==> src/verilog/deac_params.svh <==
`ifndef DEAC_PARAMS_SVH
`define DEAC_PARAMS_SVH

// register byte offsets on the bus
`define DEAC_OFF_DATA 8'h00
`define DEAC_OFF_LOCATION 8'h04
`define DEAC_OFF_CONTROL 8'h08
`define DEAC_OFF_UNLOCK 8'h0c
`define DEAC_OFF_FLAGS 8'h10

// control register fields
`define DEAC_RD_BIT 0
`define DEAC_WR_BIT 1
`define DEAC_PERMIT_BIT 2
`define DEAC_ABORT_BIT 3
// peripheral flag register field
`define DEAC_DONE_BIT 7

// reset values
`define DEAC_DATA_RST 8'h00
`define DEAC_LOCATION_RST 8'h00

// unlock keys and erased byte
`define DEAC_KEY_FIRST 8'h55
`define DEAC_KEY_SECOND 8'haa
`define DEAC_ERASED 8'hff

// timing
`define DEAC_CLK_MHZ 100
`define DEAC_PWRT_MS 64
`define DEAC_PWRT_CYCLES (`DEAC_PWRT_MS * 1000 * `DEAC_CLK_MHZ)
`define DEAC_PROG_CYCLES 500
`define DEAC_UNLOCK_WINDOW 16

// bus responses
`define DEAC_RESP_OKAY 2'b00
`define DEAC_RESP_SLVERR 2'b10

`endif

==> src/verilog/deac_pkg.sv <==
`default_nettype none
package deac_pkg;
    typedef enum logic [2:0] {
        PS_IDLE = 3'b001,
        PS_ERASE = 3'b010,
        PS_PROG = 3'b100
    } deac_prog_t;

    typedef enum logic [2:0] {
        ARM_NONE = 3'b001,
        ARM_FIRST = 3'b010,
        ARM_SECOND = 3'b100
    } deac_arm_t;
endpackage : deac_pkg
`default_nettype wire

==> src/verilog/deac_mem.sv <==
`timescale 1ns/1ns
`default_nettype none
module deac_mem #(
    parameter int DW = 8,
    parameter int AW = 8
) (
    input wire logic clk,
    input wire logic we,
    input wire logic [AW-1:0] waddr,
    input wire logic [DW-1:0] wdata,
    input wire logic [AW-1:0] raddr_a,
    output logic [DW-1:0] rdata_a,
    input wire logic [AW-1:0] raddr_b,
    output logic [DW-1:0] rdata_b
);
    logic [DW-1:0] cells [0:(1<<AW)-1];

    // one write port, two registered read ports
    always_ff @(posedge clk) begin
        if (we) begin
            cells[waddr] <= wdata;
        end
        rdata_a <= cells[raddr_a];
        rdata_b <= cells[raddr_b];
    end
endmodule : deac_mem
`default_nettype wire

==> src/verilog/deac_ctrl.sv <==
// What this block does
// 256 byte locations, addressed 00h..ffh by the location register.
// data register is 8 bits: byte to program or byte fetched.
// each byte write erases the location, then programs the new byte.
// an internal timer paces and ends every write not cut by a reset.
// protection on: core access normal, external programmer reads zeros.
// control bits 7..4 read zero; only four low bits exist.
// read/write start bits set by software only, cleared by hardware.
// write permit bit 2 allows writes; cleared on power-up.
// abort flag bit 3 set when a reset cuts a write; 0 on completion.
// a reset during a write clears data and location registers.
// write completion sets the done flag until software clears it.
// unlock port has no storage, reads zero, only arms writes.
// software keeps control, data, location unchanged while writing.
// read start bit 0 loads the addressed byte by the next cycle.
// data register keeps fetched byte until next read or write.
// write start bit 1 starts a write; reads 1 until done.
// write starts only after 55h, aah, then write start, in order.
// write start ignored while write permit is 0.
// clearing permit mid-write has no effect; hardware clears it only on a reset.
// no array writes while the 64 ms power-up timer runs.
// program time is a counter with a parameter terminal count.
`timescale 1ns/1ns
`default_nettype none
`include "deac_params.svh"
module deac_ctrl import deac_pkg::*; #(
    parameter int PWRT_CYCLES = `DEAC_PWRT_CYCLES,
    parameter int PROG_CYCLES = `DEAC_PROG_CYCLES,
    parameter int UNLOCK_WINDOW = `DEAC_UNLOCK_WINDOW
) (
    input wire logic sys_clk,
    input wire logic rst,
    input wire logic [7:0] s_axi_awaddr,
    input wire logic s_axi_awvalid,
    output logic s_axi_awready,
    input wire logic [31:0] s_axi_wdata,
    input wire logic [3:0] s_axi_wstrb,
    input wire logic s_axi_wvalid,
    output logic s_axi_wready,
    output logic [1:0] s_axi_bresp,
    output logic s_axi_bvalid,
    input wire logic s_axi_bready,
    input wire logic [7:0] s_axi_araddr,
    input wire logic s_axi_arvalid,
    output logic s_axi_arready,
    output logic [31:0] s_axi_rdata,
    output logic [1:0] s_axi_rresp,
    output logic s_axi_rvalid,
    input wire logic s_axi_rready,
    input wire logic external_reset_pin,
    input wire logic watchdog_timeout,
    input wire logic brownout_reset,
    input wire logic data_protect,
    input wire logic [7:0] prog_addr,
    output logic [7:0] prog_rdata,
    output logic store_done_flag,
    output logic store_busy
);
    localparam int ERASE_CYCLES = (PROG_CYCLES / 2 > 0) ? PROG_CYCLES / 2 : 1;
    localparam int WRITE_CYCLES =
        (PROG_CYCLES - ERASE_CYCLES > 0) ? PROG_CYCLES - ERASE_CYCLES : 1;

    // input synchronisers
    logic [11:0] sync_a;
    logic [11:0] sync_b;
    logic reset_event;
    logic protect_s;
    logic [7:0] prog_addr_s;

    always_ff @(posedge sys_clk or posedge rst) begin
        if (rst) begin
            sync_a <= 12'h000;
            sync_b <= 12'h000;
        end else begin
            sync_a <= {prog_addr, data_protect, brownout_reset,
                       watchdog_timeout, external_reset_pin};
            sync_b <= sync_a;
        end
    end

    assign reset_event = |sync_b[2:0];
    assign protect_s = sync_b[3];
    assign prog_addr_s = sync_b[11:4];

    // bus slave state
    logic aw_got, next_aw_got;
    logic w_got, next_w_got;
    logic [7:0] awaddr_q, next_awaddr_q;
    logic [7:0] wdata_q, next_wdata_q;
    logic strb_q, next_strb_q;
    logic bvalid, next_bvalid;
    logic [1:0] bresp, next_bresp;
    logic rvalid, next_rvalid;
    logic [1:0] rresp, next_rresp;
    logic [31:0] rdata, next_rdata;

    // block state
    logic [7:0] data_byte, next_data_byte;
    logic [7:0] location, next_location;
    logic rd_start, next_rd_start;
    logic permit, next_permit;
    logic abort, next_abort;
    logic done, next_done;
    deac_arm_t arm, next_arm;
    logic [31:0] arm_cnt, next_arm_cnt;
    deac_prog_t pstate, next_pstate;
    logic [31:0] pcnt, next_pcnt;
    logic [31:0] pwrt_cnt, next_pwrt_cnt;
    logic [7:0] prog_q, next_prog_q;

    logic reg_wr;
    logic [7:0] wr_addr;
    logic [7:0] wr_byte;
    logic wr_lane;
    logic wr_mapped;
    logic rd_mapped;
    logic [7:0] rd_byte;
    logic busy;
    logic pwrt_done;
    logic mem_we;
    logic [7:0] mem_din;
    logic [7:0] mem_rdata_a;
    logic [7:0] mem_rdata_b;

    assign busy = (pstate != PS_IDLE);
    assign pwrt_done = (pwrt_cnt == 32'(PWRT_CYCLES));
    assign s_axi_awready = !aw_got && !bvalid;
    assign s_axi_wready = !w_got && !bvalid;
    assign s_axi_arready = !rvalid;

    always_comb begin
        wr_addr = aw_got ? awaddr_q : s_axi_awaddr;
        wr_byte = w_got ? wdata_q : s_axi_wdata[7:0];
        wr_lane = w_got ? strb_q : s_axi_wstrb[0];
        reg_wr = (aw_got || s_axi_awvalid) && (w_got || s_axi_wvalid)
                 && !bvalid;
        case (wr_addr)
            `DEAC_OFF_DATA, `DEAC_OFF_LOCATION, `DEAC_OFF_CONTROL,
            `DEAC_OFF_UNLOCK, `DEAC_OFF_FLAGS: wr_mapped = 1'b1;
            default: wr_mapped = 1'b0;
        endcase
        rd_mapped = 1'b1;
        case (s_axi_araddr)
            `DEAC_OFF_DATA: rd_byte = data_byte;
            `DEAC_OFF_LOCATION: rd_byte = location;
            `DEAC_OFF_CONTROL: rd_byte = {4'h0, abort, permit, busy,
                                          rd_start};
            `DEAC_OFF_UNLOCK: rd_byte = 8'h00;
            `DEAC_OFF_FLAGS: rd_byte = {done, 7'h00};
            default: begin
                rd_byte = 8'h00;
                rd_mapped = 1'b0;
            end
        endcase
    end

    // bus slave next state
    always_comb begin
        next_aw_got = aw_got;
        next_w_got = w_got;
        next_awaddr_q = awaddr_q;
        next_wdata_q = wdata_q;
        next_strb_q = strb_q;
        next_bvalid = bvalid;
        next_bresp = bresp;
        next_rvalid = rvalid;
        next_rresp = rresp;
        next_rdata = rdata;
        if (s_axi_awvalid && s_axi_awready) begin
            next_aw_got = 1'b1;
            next_awaddr_q = s_axi_awaddr;
        end
        if (s_axi_wvalid && s_axi_wready) begin
            next_w_got = 1'b1;
            next_wdata_q = s_axi_wdata[7:0];
            next_strb_q = s_axi_wstrb[0];
        end
        if (reg_wr) begin
            next_aw_got = 1'b0;
            next_w_got = 1'b0;
            next_bvalid = 1'b1;
            next_bresp = wr_mapped ? `DEAC_RESP_OKAY : `DEAC_RESP_SLVERR;
        end else if (bvalid && s_axi_bready) begin
            next_bvalid = 1'b0;
        end
        if (s_axi_arvalid && s_axi_arready) begin
            next_rvalid = 1'b1;
            next_rdata = {24'h000000, rd_byte};
            next_rresp = rd_mapped ? `DEAC_RESP_OKAY : `DEAC_RESP_SLVERR;
        end else if (rvalid && s_axi_rready) begin
            next_rvalid = 1'b0;
        end
    end

    always_ff @(posedge sys_clk or posedge rst) begin
        if (rst) begin
            aw_got <= 1'b0;
            w_got <= 1'b0;
            awaddr_q <= 8'h00;
            wdata_q <= 8'h00;
            strb_q <= 1'b0;
            bvalid <= 1'b0;
            bresp <= `DEAC_RESP_OKAY;
            rvalid <= 1'b0;
            rresp <= `DEAC_RESP_OKAY;
            rdata <= 32'h00000000;
        end else begin
            aw_got <= next_aw_got;
            w_got <= next_w_got;
            awaddr_q <= next_awaddr_q;
            wdata_q <= next_wdata_q;
            strb_q <= next_strb_q;
            bvalid <= next_bvalid;
            bresp <= next_bresp;
            rvalid <= next_rvalid;
            rresp <= next_rresp;
            rdata <= next_rdata;
        end
    end

    // block next state
    always_comb begin
        next_data_byte = data_byte;
        next_location = location;
        next_rd_start = rd_start;
        next_permit = permit;
        next_abort = abort;
        next_done = done;
        next_arm = arm;
        next_arm_cnt = arm_cnt;
        next_pstate = pstate;
        next_pcnt = pcnt;
        next_pwrt_cnt = pwrt_done ? pwrt_cnt : pwrt_cnt + 32'h00000001;
        next_prog_q = protect_s ? 8'h00 : mem_rdata_b;
        mem_we = 1'b0;
        mem_din = data_byte;
        // unlock sequence lapses after a short window
        if (arm != ARM_NONE) begin
            next_arm_cnt = arm_cnt + 32'h00000001;
            if (arm_cnt >= 32'(UNLOCK_WINDOW - 1)) begin
                next_arm = ARM_NONE;
            end
        end
        if (rd_start) begin
            next_data_byte = mem_rdata_a;
            next_rd_start = 1'b0;
        end
        case (pstate)
            PS_IDLE: begin
            end
            PS_ERASE: begin
                mem_we = (pcnt == 32'h00000000);
                mem_din = `DEAC_ERASED;
                next_pcnt = pcnt + 32'h00000001;
                if (pcnt >= 32'(ERASE_CYCLES - 1)) begin
                    next_pstate = PS_PROG;
                    next_pcnt = 32'h00000000;
                end
            end
            PS_PROG: begin
                next_pcnt = pcnt + 32'h00000001;
                if (pcnt >= 32'(WRITE_CYCLES - 1)) begin
                    mem_we = 1'b1;
                    next_pstate = PS_IDLE;
                    next_done = 1'b1;
                    next_abort = 1'b0;
                end
            end
            default: next_pstate = PS_IDLE;
        endcase
        if (reg_wr && wr_lane && wr_mapped) begin
            next_arm = ARM_NONE;
            next_arm_cnt = 32'h00000000;
            case (wr_addr)
                `DEAC_OFF_DATA: next_data_byte = wr_byte;
                `DEAC_OFF_LOCATION: next_location = wr_byte;
                `DEAC_OFF_CONTROL: begin
                    if (wr_byte[`DEAC_RD_BIT]) begin
                        next_rd_start = 1'b1;
                    end
                    if (wr_byte[`DEAC_WR_BIT] && arm == ARM_SECOND
                        && permit && pwrt_done && !busy) begin
                        next_pstate = PS_ERASE;
                        next_pcnt = 32'h00000000;
                    end
                    next_permit = wr_byte[`DEAC_PERMIT_BIT];
                    next_abort = wr_byte[`DEAC_ABORT_BIT];
                end
                `DEAC_OFF_UNLOCK: begin
                    if (wr_byte == `DEAC_KEY_FIRST) begin
                        next_arm = ARM_FIRST;
                    end else if (wr_byte == `DEAC_KEY_SECOND
                                 && arm == ARM_FIRST) begin
                        next_arm = ARM_SECOND;
                    end
                end
                `DEAC_OFF_FLAGS: begin
                    if (!wr_byte[`DEAC_DONE_BIT]) begin
                        next_done = 1'b0;
                    end
                end
                default: begin
                end
            endcase
        end
        // a completion in the same cycle as a clear still sets the flag
        if (pstate == PS_PROG && pcnt >= 32'(WRITE_CYCLES - 1)) begin
            next_done = 1'b1;
        end
        if (reset_event) begin
            next_abort = abort | busy;
            next_data_byte = `DEAC_DATA_RST;
            next_location = `DEAC_LOCATION_RST;
            next_rd_start = 1'b0;
            next_permit = 1'b0;
            next_arm = ARM_NONE;
            next_pstate = PS_IDLE;
            next_pcnt = 32'h00000000;
            mem_we = 1'b0;
        end
    end

    always_ff @(posedge sys_clk or posedge rst) begin
        if (rst) begin
            data_byte <= `DEAC_DATA_RST;
            location <= `DEAC_LOCATION_RST;
            rd_start <= 1'b0;
            permit <= 1'b0;
            abort <= 1'b0;
            done <= 1'b0;
            arm <= ARM_NONE;
            arm_cnt <= 32'h00000000;
            pstate <= PS_IDLE;
            pcnt <= 32'h00000000;
            pwrt_cnt <= 32'h00000000;
            prog_q <= 8'h00;
        end else begin
            data_byte <= next_data_byte;
            location <= next_location;
            rd_start <= next_rd_start;
            permit <= next_permit;
            abort <= next_abort;
            done <= next_done;
            arm <= next_arm;
            arm_cnt <= next_arm_cnt;
            pstate <= next_pstate;
            pcnt <= next_pcnt;
            pwrt_cnt <= next_pwrt_cnt;
            prog_q <= next_prog_q;
        end
    end

    deac_mem #(
        .DW(8),
        .AW(8)
    ) u_array (
        .clk(sys_clk),
        .we(mem_we),
        .waddr(location),
        .wdata(mem_din),
        .raddr_a(location),
        .rdata_a(mem_rdata_a),
        .raddr_b(prog_addr_s),
        .rdata_b(mem_rdata_b)
    );

    assign s_axi_bvalid = bvalid;
    assign s_axi_bresp = bresp;
    assign s_axi_rvalid = rvalid;
    assign s_axi_rresp = rresp;
    assign s_axi_rdata = rdata;
    assign prog_rdata = prog_q;
    assign store_done_flag = done;
    assign store_busy = busy;
endmodule : deac_ctrl
`default_nettype wire

==> config.mk <==
export PLATFORM = sky130hd
export DESIGN_NAME = deac_ctrl
export DESIGN_NICKNAME = d
export VERILOG_FILES = /design/src/verilog/deac_pkg.sv /design/src/verilog/deac_mem.sv /design/src/verilog/deac_ctrl.sv
export VERILOG_INCLUDE_DIRS = /design/src /design/src/verilog
export SDC_FILE = /design/constraint.sdc
export NUM_CORES = 2
export LEC_CHECK = 0
export BUFFER_PORTS_ARGS = -buffer_cell sky130_fd_sc_hd__buf_4
export CAP_MARGIN = 20
export CORE_MARGIN = 2
export CORE_UTILIZATION = 49
export DETAILED_ROUTE_END_ITERATION = 16
export HOLD_SLACK_MARGIN = 0.06
export SLEW_MARGIN = 20
export SYNTH_ARGS = -nofsm -noshare
export SYNTH_HDL_FRONTEND = slang
export SYNTH_HIERARCHICAL = 1
export SYNTH_SLANG_ARGS = --single-unit
==> constraint.sdc <==
create_clock -name sys_clk -period 8.2 [get_ports sys_clk]
set_input_delay 1.64 -clock sys_clk [delete_from_list [all_inputs] [get_ports sys_clk]]
set_output_delay 1.64 -clock sys_clk [all_outputs]
set_load 0.01 [all_outputs]
==> results.tsv <==
metric	value	unit
status	finished clean	
cts_tree	yes	
final_common_cell	edfxtp_1	
fp.dieArea	220000	sq um
critPathMaxFanout	19	
fill_cells	16700	
synthCells	5708	
critPathMaxStageDelay	1.10	ns
holdWs	0.346	ns
postCtsSetupBuffers	0	
rsz0062_at_grt	no	
powerDensity	211	nW/um^2
clk_pin_slew	0.06	ns
relSlewSlack	16.8	%
drt_wl_total	320	mm
synth-compound-area-share	3.78	%
cts_max_level	4	
final_cell_mix	edfxtp_1 (2048), mux4_2 (1051), nor2_1 (354)	
rows	170	
switching_share	22.0	%
synth_flop_cell	edfxtp_1	
ios	122	
die_h	470	um
syn_area_per_cell	18.6	sq um
fin_crit	5.00	ns
place_hpwl	207	mm
crit_top_cell	nand4_1	
cp_top_family	simple AND/OR/NAND/NOR gates	
drv_slew	0	
grt_start_max_net_pins	207	
cts_buffers	236	
syn_area	106000	sq um
finalCritPeriodShare	61.0	%
synth_top_area_cell	edfxtp_1	
cts.root.buffer_cell	clkbuf_16	
hold_viol	0	
postCtsHoldBufs	0	
worstSetupPathType	reg2reg	
vias	60300	
crit_arrival	5.49	ns
hold_path.class	reg2reg	
gp_congestion	0.895	
clock_skew	0.0421	ns
yosysTopAreaCellShare	57.9	%
setup_viol	0	
antenna_found_initial	7	
drive_above_1_share	30.0	%
cts_resized	0	
clock_path_buffers	3	
cts.sink_count	2249	
initial_utilization	49.4	%
synth.area.top_cells	edfxtp_1 (58%), mux4_2 (22%), dfrtp_1 (4.3%)	
startpoint_type	register	
fin_util	54.4	%
tightest_slew	1.25	ns
synthToLayoutAreaGrowth	10.1	%
synth_edf_count	2048	
vdd_drop_max	0.000225	V
layout.nets	5818	
comb_power_share	4.0	%
clockPowerShare	44.8	%
drt_iter0_drc	7706	
cp_slowest_cell	nor2_1	
synth.area.mux_share	25.3	%
power_switching	0.00543	W
numPortBuffers	68	
power.total	0.0247	W
drc_errors	0	
synth-simple-area-share	4.60	%
p_int	0.0192	W
ys_seq_elements	2249	
die_w	470	um
leakage	41.2	nW
tns	0	ns
synth_fa_ha_area_share	0.0825	%
wl_per_cell	36.3	um
drv_cap	0	
ant_nets	0	
final_cells	8793	
end_kind	register	
crit_required	8.69	ns
grt.overflow.total	0	
cp_num_buf_inv	1	
drt-pass1-iter-count	8	
pwr-share-seq	51.2	%
synth_xor_area_share	0.734	%
ys_types	90	
grt_pass1_vias	59900	
fmax	200	MHz
yosys_warnings	6	
ys_async_sr_fraction	8.23	%
clkLatencyLatePin	0.90	ns
synth_top_family_by_area	multiplexers	
track_usage	28.8	%
grt_pass1_wl	452	mm
yosysSeqAreaShare	62.6	%
placed_cells	8339	
post_drt_via_cell_ratio	6.86	
cp_cell_sequence	nor4_1, nand2_1, nor3_1, nand4_1, a21oi_2, buf_4, nand4_1, nor2_1	
design.core.area	215000	sq um
power groups by stage:
stage	combinational (W)	clock, W	sequential (W)
2_1_floorplan	0.000762	0	0.0128
3_3_place_gp	0.000971	0	0.0129
3_5_place_dp	0.000976	0	0.0129
4_1_cts	0.000981	0.0112	0.0126
5_1_grt	0.00105	0.0116	0.0127
6_report	0.000978	0.0110	0.0126
area by class of cell:
class                           count  area (sq um)  area share, %
Sequential cell                  2249         66500           56.9
Multi-Input combinational cell   3010         36800           31.5
Clock buffer                      298          6310           5.40
Tap cell                         2838          3550           3.04
Timing Repair Buffer              223          1970           1.69
Clock inverter                    148          1690           1.45
Inverter                           20          86.3         0.0738
Antenna cell                        7          17.5         0.0150
sequential cells by signal (all words and copies together), names as in the netlist, 3 cells and up:
| name | flops |
|---|---|
| sync_b | 12 |
| wdata_q | 8 |
| data_byte | 8 |
| u_array/rdata_a | 8 |
| pwrt_cnt | 32 |
| location | 8 |
| s_axi_rdata | 8 |
| arm_cnt | 32 |
| sync_a | 12 |
| pstate | 3 |
| awaddr_q | 8 |
| prog_rdata | 8 |
| u_array/rdata_b | 8 |
| u_array/cells | 2048 |
| pcnt | 32 |
| arm | 3 |
cell usage after synthesis (all sizes together) (37+ instances only):
library cell and instances:
nand3 88, mux4 1051, a21oi 97, and3 37
nor3 79, a22oi 64, a221oi 37, edfxtp 2048
o221ai 67, nand4 53, clkbuf 151, buf 303
o22ai 48, mux2 61, nand2 167, dfrtp 183
mux2i 251, a211oi 46, o21ai 52, xor2 58
nor2 357, nor2b 44
worst register-to-register path, cell delays in order (launching register included):
cell	delay, ns
dfrtp_1	0.40
nor4_1	0.55
nand2_1	0.20
nor3_1	0.66
nand4_1	0.22
a21oi_2	0.18
buf_4	0.34
nand4_1	0.94
nor2_1	1.12
cell families after synthesis:
logic type / count (synthesis)
muxes: 1363
and+or+nand+nor: 976
AOI/OAI and AO/OA: 549
other: 1
adders and majority gates: 7
buffers and inverters: 474
xor gates and xnor gates: 89
DFF: 2249
metrics by stage:
| step | area, sq um | setup WS [ns] |
|---|---|---|
| after floorplan | 106000 | 1.53 |
| after global placement | 109000 | 3.11 |
| after detailed placement | 109000 | 3.01 |
| after CTS | 117000 | 2.97 |
| after global routing | 117000 | 3.01 |
| final | 117000 | 3.20 |
final timing paths:
kind | start | to | slack (ns) | cells past startpoint
max | pcnt[30]$_DFF_PP0_ | u_array/cells[194][1]$_DFFE_PP_ | 3.20 | 8
min in group asynchronous | rst | pcnt[29]$_DFF_PP0_ | 0.83 | 2
max in group asynchronous | rst | sync_b[5]$_DFF_PP0_ | 6.00 | 3
min reg2reg | sync_a[9]$_DFF_PP0_ | sync_b[9]$_DFF_PP0_ | 0.35 | 0
max reg2reg | pcnt[30]$_DFF_PP0_ | u_array/cells[194][1]$_DFFE_PP_ | 3.20 | 8
min | sync_a[9]$_DFF_PP0_ | sync_b[9]$_DFF_PP0_ | 0.35 | 0
routing by layer:
| metal | track usage (%) | wire [um] | vias up |
|---|---|---|---|
| li1 | - | - | 24200 |
| met1 | 40.8 | 127000 | 32400 |
| met2 | 44.6 | 150000 | 3236 |
| met3 | 5.97 | 30700 | 508 |
| met4 | 9.90 | 12000 | 0 |
| met5 | 0 | 0 | - |
Note: power is estimated with default switching activity, not from simulation.
